## src/logic/pio_pkg.sv

```systemverilog
package pio_pkg;
    // module addresses on the core i/o bus
    localparam logic [3:0] ADR_PORT1 = 4'h1;
    localparam logic [3:0] ADR_PORT2 = 4'h2;
    localparam logic [3:0] ADR_SYS = 4'h3;
    localparam logic [3:0] ADR_PORT4 = 4'h4;
    localparam logic [3:0] ADR_PORT5 = 4'h5;
    localparam logic [3:0] ADR_PORT6 = 4'h6;
    localparam logic [3:0] ADR_TIMER12_SUBPORT_DATA = 4'h7;
    localparam logic [3:0] ADR_AUXSW = 4'h8;
    localparam logic [3:0] ADR_SERBUF = 4'h9;
    localparam logic [3:0] ADR_SERSC = 4'hA;
    localparam logic [3:0] ADR_TIMER3_SUBPORT_DATA = 4'hB;
    localparam logic [3:0] ADR_T3CTL = 4'hC;
    localparam logic [3:0] ADR_VMON = 4'hF;
    // subport indices
    localparam logic [3:0] SUB_T2CMP2 = 4'h5;
    localparam logic [3:0] SUB_T3CMP1 = 4'h4;
    localparam logic [3:0] SUB_T3CMP2 = 4'h5;
    localparam int T12_CNT = 11;
    localparam int T3_CNT = 6;
    // subports 6 and 7 of the timer 1/2 bank are reserved
    localparam logic [10:0] T12_USED = 11'h73F;
    // values after reset, undefined bits taken as zero
    localparam logic [3:0] RST_PORT1 = 4'h9;
    localparam logic [3:0] RST_PORT6 = 4'h9;
    localparam logic [3:0] RST_NIB = 4'hF;
    localparam logic [7:0] RST_BYTE = 8'hFF;
    localparam logic [3:0] RST_SYSCFG = 4'hB;
    localparam logic [3:0] RST_SERSC = 4'hB;
    localparam logic [3:0] RST_T3CTL = 4'h0;
    localparam logic [7:0] RST_TXBUF = 8'h00;
    localparam logic [3:0] RST_AUXSW = 4'hF;
    localparam logic [7:0] RST_T12 [T12_CNT] = '{
        8'h00, 8'h0F, 8'h0F, 8'h00, 8'h0F, 8'hFF,
        8'h00, 8'h00, 8'h0F, 8'h07, 8'h0F};
    localparam logic [7:0] RST_T3 [T3_CNT] = '{
        8'h0F, 8'h0F, 8'h00, 8'h00, 8'hFF, 8'hFF};
    // pin synchroniser
    localparam int PIN_BITS = 20;
    localparam logic [19:0] RST_PINS = 20'h00000;
endpackage : pio_pkg

```

## src/logic/pio_addr_map.sv

```systemverilog
`timescale 1ns/100ps
// Contract
// - addr 1 port1 data RW, reset 1xx1, reads pins
// - addr 2 port2 data RW, reset 1111, pins
// - addr 2 aux port2 direction, write-only, 1111
// - addr 4 aux port4 control byte, 0xFF
// - addr 5 aux port5 control byte, 0xFF
// - addr 5 port5 data RW, 1111, pins
// - addr 6 port6 data RW, 1xx1, pins
// - addr 7 writes timer 1/2 subport bank
// - subport 0 timer2 control, reset 0000
// - subport 5 timer2 compare two byte, 0xFF
// - subport 9 timer1 control two, x111
// - addr 9 write loads serial tx buffer
// - addr 9 read returns serial rx buffer
// - addr A serial status/control RW, 1x11
// - addr B timer3 subport bank read/write
// - timer3 sub 4: write compare, read capture
// - addr C timer3 control, write-only, 0000
// - timer3 status readable, x000
// - addr F voltage monitor control, 1111
// - aux switch write selects next aux access
// - first OUT sets subport, next accesses it
// - byte registers take two nibble transfers
// - low nibble first, high nibble second
module pio_addr_map (
    // clock and reset
    input wire logic core_clk,
    input wire logic rst_b,
    // core i/o bus
    input wire logic ioWrStb,
    input wire logic ioRdStb,
    input wire logic [3:0] ioAddr,
    input wire logic [3:0] ioWrData,
    output logic [3:0] ioRdData,
    output logic ioRdValid,
    // port pins, asynchronous
    input wire logic [3:0] port1Pins,
    input wire logic [3:0] port2Pins,
    input wire logic [3:0] port4Pins,
    input wire logic [3:0] port5Pins,
    input wire logic [3:0] port6Pins,
    // peripheral state, same clock
    input wire logic [7:0] serRxBuf,
    input wire logic [3:0] serStatus,
    input wire logic [7:0] t3Capture,
    input wire logic [3:0] t3Status,
    // port registers
    output logic [3:0] port1Data,
    output logic port1Drive,
    output logic [3:0] port2Data,
    output logic [3:0] port2Dir,
    output logic [3:0] port4Data,
    output logic [7:0] port4Ctl,
    output logic [3:0] port5Data,
    output logic [7:0] port5Ctl,
    output logic [3:0] port6Data,
    output logic [3:0] port6Ctl,
    // system registers
    output logic [3:0] sysCfg,
    output logic [3:0] clkMgmt,
    output logic wdogKick,
    output logic [3:0] vmonCtl,
    // serial interface registers
    output logic [7:0] serTxBuf,
    output logic serTxLoad,
    output logic [3:0] serCtl1,
    output logic [3:0] serStatCtl,
    output logic [3:0] serCtl2,
    // timer registers
    output logic [7:0] t12Regs [pio_pkg::T12_CNT],
    output logic [7:0] t3Regs [pio_pkg::T3_CNT],
    output logic [3:0] t3Ctl
);

    // access sequencing state
    logic [3:0] auxAddr_q;      // module picked by aux switch
    logic auxValid_q;           // aux selection pending
    logic [3:0] subAddr7_q;     // timer 1/2 subaddress
    logic [3:0] subAddrB_q;     // timer 3 subaddress
    logic [1:0] subArmed_q;     // subaddress loaded, data next
    logic byteHi_q;             // high nibble of a byte is next
    logic [3:0] byteLo_q;       // staged low nibble
    // register storage
    logic [3:0] p1Data_q, p2Data_q, p2Dir_q, p4Data_q, p5Data_q;
    logic [3:0] p6Data_q, p6Ctl_q, sysCfg_q, clkMgmt_q, vmon_q;
    logic [3:0] serCtl1_q, serSc_q, serCtl2_q, t3Ctl_q, rdData_q;
    logic [7:0] p4Ctl_q, p5Ctl_q, txBuf_q;
    logic p1Drive_q;            // 1 = port1 driving
    logic wdogKick_q, txLoad_q, rdValid_q;
    logic [7:0] t12_q [pio_pkg::T12_CNT];
    logic [7:0] t3_q [pio_pkg::T3_CNT];
    // pin synchroniser stages
    logic [19:0] pinS1_q;       // first stage, read by second only
    logic [19:0] pinS2_q, pinS3_q;
    logic [19:0] pinF_q;        // accepted pin levels
    logic [7:0] rdVal;          // selected read source

    // any bus access this cycle
    wire acc = ioWrStb | ioRdStb;
    wire isAuxSw = ioAddr == pio_pkg::ADR_AUXSW;
    // aux decode applies only where the aux address matches
    wire auxHit = auxValid_q && ioAddr == auxAddr_q;
    wire isSub7 = ioAddr == pio_pkg::ADR_TIMER12_SUBPORT_DATA;
    wire isSubB = ioAddr == pio_pkg::ADR_TIMER3_SUBPORT_DATA;
    wire isSub = isSub7 | isSubB;
    wire subArmed = isSub7 ? subArmed_q[0] : subArmed_q[1];
    wire [3:0] subAddr = isSub7 ? subAddr7_q : subAddrB_q;
    // first OUT to an unarmed bank carries the subaddress
    wire subAddrWr = ioWrStb && isSub && !subArmed;
    wire subIdle = isSub && !subArmed;
    wire t12Hit = isSub7 && subArmed;
    wire t3Hit = isSubB && subArmed;
    wire t3Sub4 = t3Hit && subAddr == pio_pkg::SUB_T3CMP1;
    wire t3Sub5 = t3Hit && subAddr == pio_pkg::SUB_T3CMP2;
    wire t2Sub5 = t12Hit && subAddr == pio_pkg::SUB_T2CMP2;
    wire auxByte = auxHit && (ioAddr == pio_pkg::ADR_PORT4
        || ioAddr == pio_pkg::ADR_PORT5);
    wire serByte = !auxHit && ioAddr == pio_pkg::ADR_SERBUF;
    // byte-wide targets need two transfers
    wire isByte = auxByte | serByte | t2Sub5 | t3Sub4 | t3Sub5;
    wire lastNib = !isByte || byteHi_q;
    // end of a data access: single nibble or second of a byte
    wire seqEnd = acc && lastNib && !subIdle && !isAuxSw;
    wire wrDone = ioWrStb && lastNib && !subIdle && !isAuxSw;
    wire wrPrim = wrDone && !auxHit;
    wire wrAux = wrDone && auxHit;
    // assembled write value, low nibble staged first
    wire [7:0] wrByte = {ioWrData, byteLo_q};
    wire [7:0] wrVal = isByte ? wrByte : {4'h0, ioWrData};
    wire rdPrim = ioRdStb && !auxHit;

    // primary and aux write enables
    wire wrP1 = wrPrim && ioAddr == pio_pkg::ADR_PORT1;
    wire wrP2 = wrPrim && ioAddr == pio_pkg::ADR_PORT2;
    wire wrP2Dir = wrAux && ioAddr == pio_pkg::ADR_PORT2;
    wire wrSys = wrPrim && ioAddr == pio_pkg::ADR_SYS;
    wire wrCm = wrAux && ioAddr == pio_pkg::ADR_SYS;
    wire wrP4 = wrPrim && ioAddr == pio_pkg::ADR_PORT4;
    wire wrP4Ctl = wrAux && ioAddr == pio_pkg::ADR_PORT4;
    wire wrP5 = wrPrim && ioAddr == pio_pkg::ADR_PORT5;
    wire wrP5Ctl = wrAux && ioAddr == pio_pkg::ADR_PORT5;
    wire wrP6 = wrPrim && ioAddr == pio_pkg::ADR_PORT6;
    wire wrP6Ctl = wrAux && ioAddr == pio_pkg::ADR_PORT6;
    wire wrTx = wrPrim && ioAddr == pio_pkg::ADR_SERBUF;
    wire wrSc1 = wrAux && ioAddr == pio_pkg::ADR_SERBUF;
    wire wrSsc = wrPrim && ioAddr == pio_pkg::ADR_SERSC;
    wire wrSc2 = wrAux && ioAddr == pio_pkg::ADR_SERSC;
    wire wrT3c = wrPrim && ioAddr == pio_pkg::ADR_T3CTL;
    wire wrVm = wrPrim && ioAddr == pio_pkg::ADR_VMON;
    wire wrT12 = wrDone && t12Hit;
    wire wrT3 = wrDone && t3Hit;
    wire rdP1 = rdPrim && ioAddr == pio_pkg::ADR_PORT1;
    wire rdKick = rdPrim && ioAddr == pio_pkg::ADR_SYS;

    // aux switch: remember module, drop after its access
    always_ff @(posedge core_clk or negedge rst_b) begin
        if (!rst_b) begin
            auxAddr_q <= pio_pkg::RST_AUXSW;
            auxValid_q <= 1'b0;
        end else if (ioWrStb && isAuxSw) begin
            auxAddr_q <= ioWrData;
            auxValid_q <= 1'b1;
        end else if (seqEnd && auxHit) begin
            auxValid_q <= 1'b0;
        end
    end

    // subaddress registers of both banks
    always_ff @(posedge core_clk or negedge rst_b) begin
        if (!rst_b) begin
            subAddr7_q <= 4'h0;
            subAddrB_q <= 4'h0;
            subArmed_q <= 2'b00;
        end else if (subAddrWr) begin
            // a read of an unarmed bank leaves it unarmed
            if (isSub7) begin
                subAddr7_q <= ioWrData;
                subArmed_q[0] <= 1'b1;
            end else begin
                subAddrB_q <= ioWrData;
                subArmed_q[1] <= 1'b1;
            end
        end else if (seqEnd && isSub) begin
            // back to subaddress phase after the data access
            subArmed_q <= subArmed_q & (isSub7 ? 2'b10 : 2'b01);
        end
    end

    // nibble sequencing for byte-wide registers
    always_ff @(posedge core_clk or negedge rst_b) begin
        if (!rst_b) begin
            byteHi_q <= 1'b0;
        end else if (acc && isByte && !subIdle) begin
            byteHi_q <= !byteHi_q;
        end else if (acc) begin
            // any other access abandons a half-done byte
            byteHi_q <= 1'b0;
        end
    end

    // stage the low nibble until the high one arrives
    always_ff @(posedge core_clk or negedge rst_b) begin
        if (!rst_b) begin
            byteLo_q <= 4'h0;
        end else if (ioWrStb && isByte && !byteHi_q) begin
            byteLo_q <= ioWrData;
        end
    end

    // port 1: data latch and automatic direction
    always_ff @(posedge core_clk or negedge rst_b) begin
        if (!rst_b) begin
            p1Data_q <= pio_pkg::RST_PORT1;
            p1Drive_q <= 1'b0;
        end else if (wrP1) begin
            // only bits 0 and 3 exist on this port
            p1Data_q <= ioWrData & 4'h9;
            p1Drive_q <= 1'b1;
        end else if (rdP1) begin
            p1Drive_q <= 1'b0;
        end
    end

    // port 2 data and direction
    always_ff @(posedge core_clk or negedge rst_b) begin
        if (!rst_b) begin
            p2Data_q <= pio_pkg::RST_NIB;
            p2Dir_q <= pio_pkg::RST_NIB;
        end else begin
            if (wrP2) p2Data_q <= ioWrData;
            if (wrP2Dir) p2Dir_q <= ioWrData;
        end
    end

    // system configuration and clock management
    always_ff @(posedge core_clk or negedge rst_b) begin
        if (!rst_b) begin
            sysCfg_q <= pio_pkg::RST_SYSCFG;
            clkMgmt_q <= pio_pkg::RST_NIB;
            wdogKick_q <= 1'b0;
        end else begin
            if (wrSys) sysCfg_q <= ioWrData;
            if (wrCm) clkMgmt_q <= ioWrData;
            // a primary read of the system address restarts the watchdog
            wdogKick_q <= rdKick;
        end
    end

    // ports 4 and 5, control registers are byte wide
    always_ff @(posedge core_clk or negedge rst_b) begin
        if (!rst_b) begin
            p4Data_q <= pio_pkg::RST_NIB;
            p4Ctl_q <= pio_pkg::RST_BYTE;
            p5Data_q <= pio_pkg::RST_NIB;
            p5Ctl_q <= pio_pkg::RST_BYTE;
        end else begin
            if (wrP4) p4Data_q <= ioWrData;
            if (wrP4Ctl) p4Ctl_q <= wrVal;
            if (wrP5) p5Data_q <= ioWrData;
            if (wrP5Ctl) p5Ctl_q <= wrVal;
        end
    end

    // port 6 data and control
    always_ff @(posedge core_clk or negedge rst_b) begin
        if (!rst_b) begin
            p6Data_q <= pio_pkg::RST_PORT6;
            p6Ctl_q <= pio_pkg::RST_NIB;
        end else begin
            if (wrP6) p6Data_q <= ioWrData & 4'h9;
            if (wrP6Ctl) p6Ctl_q <= ioWrData;
        end
    end

    // serial interface registers
    always_ff @(posedge core_clk or negedge rst_b) begin
        if (!rst_b) begin
            txBuf_q <= pio_pkg::RST_TXBUF;
            txLoad_q <= 1'b0;
            serCtl1_q <= pio_pkg::RST_NIB;
            serSc_q <= pio_pkg::RST_SERSC;
            serCtl2_q <= pio_pkg::RST_NIB;
        end else begin
            if (wrTx) txBuf_q <= wrVal;
            // load strobe follows the high nibble only
            txLoad_q <= wrTx;
            if (wrSc1) serCtl1_q <= ioWrData;
            if (wrSsc) serSc_q <= ioWrData;
            if (wrSc2) serCtl2_q <= ioWrData;
        end
    end

    // timer 3 control and voltage monitor
    always_ff @(posedge core_clk or negedge rst_b) begin
        if (!rst_b) begin
            t3Ctl_q <= pio_pkg::RST_T3CTL;
            vmon_q <= pio_pkg::RST_NIB;
        end else begin
            if (wrT3c) t3Ctl_q <= ioWrData;
            if (wrVm) vmon_q <= ioWrData;
        end
    end

    // timer 1/2 subport bank, reserved entries never load
    for (genvar i = 0; i < pio_pkg::T12_CNT; i++) begin : g_t12
        wire hit = wrT12 && subAddr == 4'(i) && pio_pkg::T12_USED[i];
        always_ff @(posedge core_clk or negedge rst_b) begin
            if (!rst_b) begin
                t12_q[i] <= pio_pkg::RST_T12[i];
            end else if (hit) begin
                t12_q[i] <= wrVal;
            end
        end
        assign t12Regs[i] = t12_q[i];
    end

    // timer 3 subport bank, subports 6 to F fall through
    for (genvar i = 0; i < pio_pkg::T3_CNT; i++) begin : g_t3
        wire hit = wrT3 && subAddr == 4'(i);
        always_ff @(posedge core_clk or negedge rst_b) begin
            if (!rst_b) begin
                t3_q[i] <= pio_pkg::RST_T3[i];
            end else if (hit) begin
                t3_q[i] <= wrVal;
            end
        end
        assign t3Regs[i] = t3_q[i];
    end

    // pins: three stages, a level counts once 2 and 3 agree
    always_ff @(posedge core_clk or negedge rst_b) begin
        if (!rst_b) begin
            pinS1_q <= pio_pkg::RST_PINS;
            pinS2_q <= pio_pkg::RST_PINS;
            pinS3_q <= pio_pkg::RST_PINS;
            pinF_q <= pio_pkg::RST_PINS;
        end else begin
            pinS1_q <= {port6Pins, port5Pins, port4Pins,
                port2Pins, port1Pins};
            pinS2_q <= pinS1_q;
            pinS3_q <= pinS2_q;
            // take agreeing bits, hold disagreeing ones
            pinF_q <= (pinS2_q & pinS3_q)
                | (pinF_q & (pinS2_q | pinS3_q));
        end
    end

    // read source selection
    always_comb begin
        rdVal = 8'h00;
        if (subIdle || isAuxSw) begin
            rdVal = 8'h00;
        end else if (auxHit) begin
            // only clock management is readable among aux regs
            if (ioAddr == pio_pkg::ADR_SYS) rdVal = {4'h0, clkMgmt_q};
        end else if (t3Sub4) begin
            rdVal = t3Capture;
        end else if (!isSub) begin
            case (ioAddr)
                pio_pkg::ADR_PORT1:
                    rdVal = {4'h0, pinF_q[3], 2'b00, pinF_q[0]};
                pio_pkg::ADR_PORT2: rdVal = {4'h0, pinF_q[7:4]};
                pio_pkg::ADR_PORT4: rdVal = {4'h0, pinF_q[11:8]};
                pio_pkg::ADR_PORT5: rdVal = {4'h0, pinF_q[15:12]};
                pio_pkg::ADR_PORT6:
                    rdVal = {4'h0, pinF_q[19], 2'b00, pinF_q[16]};
                pio_pkg::ADR_SERBUF: rdVal = serRxBuf;
                pio_pkg::ADR_SERSC: rdVal = {4'h0, serStatus};
                pio_pkg::ADR_T3CTL:
                    rdVal = {5'h00, t3Status[2:0]};
                default: rdVal = 8'h00;
            endcase
        end
    end
    // nibble picked from a byte source by sequence position
    wire [3:0] rdNib = (isByte && byteHi_q) ? rdVal[7:4] : rdVal[3:0];
    // read data register, held until the next read
    always_ff @(posedge core_clk or negedge rst_b) begin
        if (!rst_b) begin
            rdData_q <= 4'h0;
            rdValid_q <= 1'b0;
        end else begin
            rdValid_q <= ioRdStb;
            if (ioRdStb) rdData_q <= rdNib;
        end
    end
    // outputs straight from the registers
    assign ioRdData = rdData_q, ioRdValid = rdValid_q;
    assign port1Data = p1Data_q, port1Drive = p1Drive_q;
    assign port2Data = p2Data_q, port2Dir = p2Dir_q;
    assign port4Data = p4Data_q, port4Ctl = p4Ctl_q;
    assign port5Data = p5Data_q, port5Ctl = p5Ctl_q;
    assign port6Data = p6Data_q, port6Ctl = p6Ctl_q;
    assign sysCfg = sysCfg_q, clkMgmt = clkMgmt_q;
    assign wdogKick = wdogKick_q, vmonCtl = vmon_q;
    assign serTxBuf = txBuf_q, serTxLoad = txLoad_q;
    assign serCtl1 = serCtl1_q, serStatCtl = serSc_q;
    assign serCtl2 = serCtl2_q, t3Ctl = t3Ctl_q;

endmodule : pio_addr_map

```

## config.mk

```make
export PLATFORM = sky130hd
export DESIGN_NAME = pio_addr_map
export DESIGN_NICKNAME = d
export VERILOG_FILES = /design/src/logic/pio_pkg.sv /design/src/logic/pio_addr_map.sv
export SDC_FILE = /design/constraint.sdc
export NUM_CORES = 1
export LEC_CHECK = 0
export BUFFER_PORTS_ARGS = -buffer_cell sky130_fd_sc_hd__buf_2
export CAP_MARGIN = 20
export CORE_ASPECT_RATIO = 1.25
export CORE_UTILIZATION = 30
export DETAILED_ROUTE_END_ITERATION = 6
export SLEW_MARGIN = 20
export SYNTH_ARGS = -nofsm -noshare
export SYNTH_HDL_FRONTEND = slang
export SYNTH_SLANG_ARGS = --single-unit
export TNS_END_PERCENT = 20
```

## constraint.sdc

```tcl
create_clock -name core_clk -period 2.5 [get_ports core_clk]
set_clock_uncertainty 0.1 [all_clocks]
set_input_delay 0.375 -clock core_clk [delete_from_list [all_inputs] [get_ports core_clk]]
set_output_delay 0.375 -clock core_clk [all_outputs]
set_load 0.03 [all_outputs]
```

# --- After elaboration in Yosys (flattened, before gate mapping) ---
# Cells that the tools add are included.
classes:
  n_eq_ne: 24
  n_mux: 21
  n_bitwise: 12
  n_reduce_logical: 82
op_table:
  columns: ["op", "n"]
  rows:
  - ["1-bit logical AND", 64]
  - ["8-bit case mux with 8 select lines", 1]
  - ["20-bit AND", 2]
  - ["8-bit 2-to-1 mux", 5]
  - ["20-bit OR", 2]
  - ["4-bit == test (second input constant)", 9]
  - ["4-bit by 3-bit == test with 1-bit output (second input constant)", 6]
  - ["4-bit by 2-bit == test with 1-bit output (second input constant)", 4]
  - ["4-bit 2-to-1 mux", 3]
  - ["1-bit 2-to-1 mux", 9]
  - ["4-bit by 1-bit == test with 1-bit output (second input constant)", 2]
  - ["2-bit AND reduction", 4]
  - ["2-bit nonzero test", 4]
  - ["1-bit zero test", 6]
  - ["2-bit 2-to-1 mux", 3]
  - ["1-bit OR", 6]
  - ["4-bit == test", 1]
  - ["4-bit zero test", 1]
  - ["2-bit inequality test (second input constant)", 2]
  - ["1-bit logical OR", 3]
  - ["2-bit AND", 1]
  - ["1-bit inverter", 1]
word_totals:
  reg_bits: 304
  inputBits: 56
  out_inout_bits: 224
  elab_cells: 188

# --- Longest topological paths before layout ---
logic_depth:
  depth_word: 16
  depth_mapped: 11
  ltp_nobuf: 6

# --- Worst setup path before layout ---
# Ideal clock, no wire load.
synth_timing:
  path_type: "input to register"
  from: "input port ioAddr[1]"
  to: "register t12_q, in the netlist t12Regs[40]"
  setup_time_ns: 0.082
  t_arrival_ns: 2.327
  required_ns: 2.318
  slack_ns: -0.009
  path_stages: 8
  path_buffers: 2
  path_cell_list: "buf_6 and2_1 and3_4 a22o_1 nor3_2 buf_2 mux2_2 mux2_4"
synth_via:
  elab_chain_len: 15
  word_cells_on_any_way: 38
  cone_classes: "eq/ne (9); mux (3); bitwise (5); reduce/logical (21)"
synth_rtl:
  columns: ["item", "line", "text"]
  rows:
  - ["start, declared", "pio_addr_map.sv:33", "input wire logic [3:0] ioAddr,"]
  - ["branches (longest 15 deep; another with 4-bit by 3-bit == test with 1-bit output)", null, null]
  - ["end signal, assigned by index", "pio_addr_map.sv:310", "t12_q[i] <= pio_pkg::RST_T12[i];"]
  - ["end signal, assigned by index", "pio_addr_map.sv:312", "t12_q[i] <= wrVal;"]
  - ["end, declared", "pio_addr_map.sv:91", "logic [7:0] t12_q [pio_pkg::T12_CNT];"]
# Parallel ways; which one is timed is not known.
# A chain may end at the register's enable or synchronous reset.

# --- Worst setup path after layout ---
layout_timing:
  from: "register auxAddr_q[2]"
  to: "register t12_q, in the netlist t12Regs[47]"
layout_via:
  elab_chain_len: 15
  word_cells_on_any_way: 17
  cone_classes: "eq/ne (1); mux (1); bitwise (4); reduce/logical (11)"
layout_rtl:
  columns: ["item", "line", "text"]
  rows:
  - ["start, declared", "pio_addr_map.sv:77", "logic [3:0] auxAddr_q;"]
  - ["start signal, assigned", "pio_addr_map.sv:159", "auxAddr_q <= pio_pkg::RST_AUXSW;"]
  - ["start signal, assigned", "pio_addr_map.sv:162", "auxAddr_q <= ioWrData;"]
  - ["4-bit == test *", "pio_addr_map.sv:103", "wire auxHit = auxValid_q && ioAddr == auxAddr_q;"]
  - ["1-bit logical AND *", "pio_addr_map.sv:103", null]
  - ["1-bit zero test", "pio_addr_map.sv:119", "wire serByte = !auxHit && ioAddr == pio_pkg::ADR_SERBUF;"]
  - ["1-bit logical AND", "pio_addr_map.sv:119", null]
  - ["1-bit OR * (4 in a row)", "pio_addr_map.sv:121", "wire isByte = auxByte | serByte | t2Sub5 | t3Sub4 | t3Sub5;"]
  - ["1-bit zero test", "pio_addr_map.sv:122", "wire lastNib = !isByte || byteHi_q;"]
  - ["1-bit logical OR", "pio_addr_map.sv:122", null]
  - ["1-bit logical AND (3 in a row)", "pio_addr_map.sv:125", "wire wrDone = ioWrStb && lastNib && !subIdle && !isAuxSw;"]
  - ["1-bit logical AND", "pio_addr_map.sv:151", "wire wrT12 = wrDone && t12Hit;"]
  - ["1-bit logical AND", "pio_addr_map.sv:307", "wire hit = wrT12 && subAddr == 4'(i) && pio_pkg::T12_USED[i];"]
# Mark *: on every way between the ends. The rest lies on a longest branch, timed or not.

==> impl_metrics.toml <==
[die]
initial_core_util_pct = 30.6
dieArea_mm2 = 0.0380
core-area_mm2 = 0.0365
rows = 78
die_w_um = 175
die_y_um = 218
ioPinCount = 280

[place]
post-dp-hpwl_mm = 21.3
port_buffers = 254
routabilityCongestion = 0.801

[grt]
antenna_found_initial = 2
grt_pass1_vias = 7895
grt_remaining_overflow = 0
grt_first_pass_wirelength_mm = 45.7
grt_max_degree = 61
grtUsageTotal_pct = 15.5

[cells_and_area]
final_nets = 1221
fill_cells = 3507
area_delta_synth_final_pct = 31.8
layout-drive-gt1-share_pct = 53.7
utilization_pct = 40.4

[sta]
rsz0062_at_grt = "yes"
setup_viol = 0
maxSlewViolCount = 0
slew_headroom_pct = 56.7
fmax_mhz = 411
setup_tns_ps = 0
period_minus_slack_ps = 2430
hold_viol = 0
tightest_slew_ps = 648
fin_crit_sh_pct = 97.3

[worst_setup_path]
endpoint_kind = "flip-flop"
rr_endpoint = "t12Regs[47]"
path_cells = "xnor2_1 -> and4_4 -> a21boi_4 -> o31a_1 -> or3_1 -> buf_6 -> mux2_4"
reg2reg_from = "auxAddr_q[2]"
critPathKind = "reg -> reg"
worst_r2r_path_depth = 7
crit_path_top_delay_cell = "dfstp_2"
arrival_ps = 2820
critPathMaxFanout = 8
cp-start-kind = "flip-flop"
reg2reg_slack_ps = 70
crit_required_ps = 2890
slowest_delay_ps = 540

[clocking]
clkTransAtPathRegs_ps = 60
cts_tree = "yes"
clock-sinks = 288
root_buffer = "clkbuf_16"
h-tree-depth = 1
clk_latency_ps = 560
postCtsSetupBuffers = 0
cts_buffer_depth = 3
numCtsBuffers = 30

[synth]
yosysSeqAreaShare_pct = 65.8
netlist_area_mm2 = 0.0112
yosys_warnings = 0
synth_cells = 826
synth-async-reset-ratio_pct = 100
synth_edf_count = 0
synth_flop_cell = "dfrtp_1"
ys_seq_elements = 288
synth_cell_types = 61
syn_avg_cell_area_um2 = 13.5

[routing]
routedWlPerCell_um = 17.6
drc = 0
ant_nets = 0
firstDrtPassIters = 4
wl_mm = 29.4
vias = 7565
drt_iter0_markers = 309
viasPerCell = 4.53

[hold_path]
worst_hold_startpoint = "t3Capture[5]"
worstHoldEndpoint = "ioRdData[1]"
hold_depth = 3
hold_path.class = "in -> reg"

[power_and_ir_drop]
leakagePower_nw = 7.15
powerDensity_mw_per_mm2 = 814
peakVddDrop_uv = 471

[job]
maxCapViolations = 0

[run_status]
status = "completed"
[metal layers]
layer	vias up	part of all wire (%)	track usage, %
met5	-	0	0
met4	0	3.1	6.29
met3	48	3.9	2.23
met2	198	51	27.0
met1	3824	42	19.3
li1	3495	-	-
[where the power goes]
| group | switching (mW) | leakage, nW | total [mW] | internal, mW |
|---|---|---|---|---|
| Clock | 1.84 | 0.488 | 4.52 | 2.68 |
| Combinational | 1.26 | 3.27 | 1.98 | 0.719 |
| Sequential | 0.250 | 3.39 | 5.48 | 5.23 |
[kinds of logic (layout without fill, tap and decap cells)]
logic type / Yosys count / after routing / share of synthesized area (%)
flops: 288 / 288 / 65.8
simple gates: 218 / 218 / 10.5
mux: 123 / 123 / 12.6
compound gates: 103 / 103 / 5.72
buf+inv: 73 / 417 / 3.57
fa+ha+maj: 16 / 16 / 1.43
xor+xnor: 4 / 4 / 0.313
other cells: 1 / 22 / 0.0336
[stage by stage]
step                hold slack, ps  worst slack [ps]  area [µm²]  total power [mW]  cells
finish                        65.2              67.7       14700              12.0   1671
global route                  66.3             -9.53       14700              12.5   1671
detailed placement             235              -119       13500              7.54   1595
floorplan                    -20.6              10.8       11300              6.76    845
CTS                           41.3             -31.7       14700              12.2   1669
global placement               232             -92.6       13500              7.49   1595
[synth_stat cells, drive strengths merged, types with 3 or more instances]
cell | number | share of area [%]
dfrtp | 167 | 37
dfstp | 121 | 28
mux2 | 118 | 12
nor2 | 49 | 1.7
nand2 | 47 | 1.6
nor2b | 43 | 2.5
a21oi | 39 | 1.7
buf | 35 | 2.3
clkbuf | 31 | 1.0
o21ai | 26 | 1.2
and2 | 22 | 1.3
maj3 | 16 | 1.4
nand3 | 12 | 0.54
nor3 | 9 | 0.55
a22oi | 7 | 0.47
inv | 7 | 0.24
and3 | 6 | 0.38
nand4 | 6 | 0.34
a31oi | 5 | 0.28
mux2i | 5 | 0.45
and4 | 4 | 0.31
xnor2 | 4 | 0.31
a21o | 3 | 0.20
a22o | 3 | 0.24
nand3b | 3 | 0.20
nor3b | 3 | 0.20
nor4 | 3 | 0.17
o221ai | 3 | 0.24
[sequential cells by signal, indices dropped and copies added (netlist names), 8 cells and up]
name      cells
pinF_q       16
pinS1_q      16
pinS2_q      16
pinS3_q      16
port4Ctl      8
port5Ctl      8
serTxBuf      8
t12Regs      72
t3Regs       48
[timing repair]
item | 4_1_cts | 5_1_grt
pin swaps | 0 | 1
hold buffers | 18 | 0
hold endpoints to repair | 57 | 0
resized for setup | 0 | 5
setup endpoints to repair | 16 | 34
[area by class of cell]
cell class / instances / area (µm²) / area share (%)
Sequential cell: 288 / 7360 / 50.0
Inverter: 7 / 26.3 / 0.178
Clock inverter: 8 / 111 / 0.756
Multi-Input combinational cell: 484 / 3550 / 24.1
Tap cell: 480 / 601 / 4.08
Antenna cell: 2 / 5.00 / 0.0340
Timing Repair Buffer: 354 / 2180 / 14.8
Clock buffer: 48 / 900 / 6.11
[how the worst max path moves through the flow]
stage	startpoint	end	slack (ps)	depth (start not counted)
2_1_floorplan	ioAddr[2]	t12Regs[40]	10	9
3_3_place_gp	ioAddr[3]	port4Ctl[5]	-90	8
3_5_place_dp	ioAddr[3]	port4Ctl[4]	-120	8
4_1_cts	auxAddr_q[0]	port4Ctl[4]	-30	7
5_1_grt	auxAddr_q[0]	t12Regs[46]	-10	7
6_report	auxAddr_q[2]	t12Regs[47]	70	7
[cell usage in the layout (no fill, tap or decap), types with 31 or more instances in the layout]
master,count
buf_4,73
mux2_2,110
dfstp_2,121
a21oi_1,39
clkbuf_16,31
nand2_1,47
nor2_1,47
nor2b_1,42
buf_2,253
dfrtp_1,167
[worst max-delay path: cells and delay by family, from the launching register on]
kind | cells | cell delay, ps
muxes | 1 | 300
xor gates and xnor gates | 1 | 110
AOI/OAI and AO/OA | 2 | 410
buffers and inverters | 1 | 180
and+or+nand+nor | 2 | 710
DFF | 1 | 540
No activity file was read; power rests on OpenSTA's default activity.
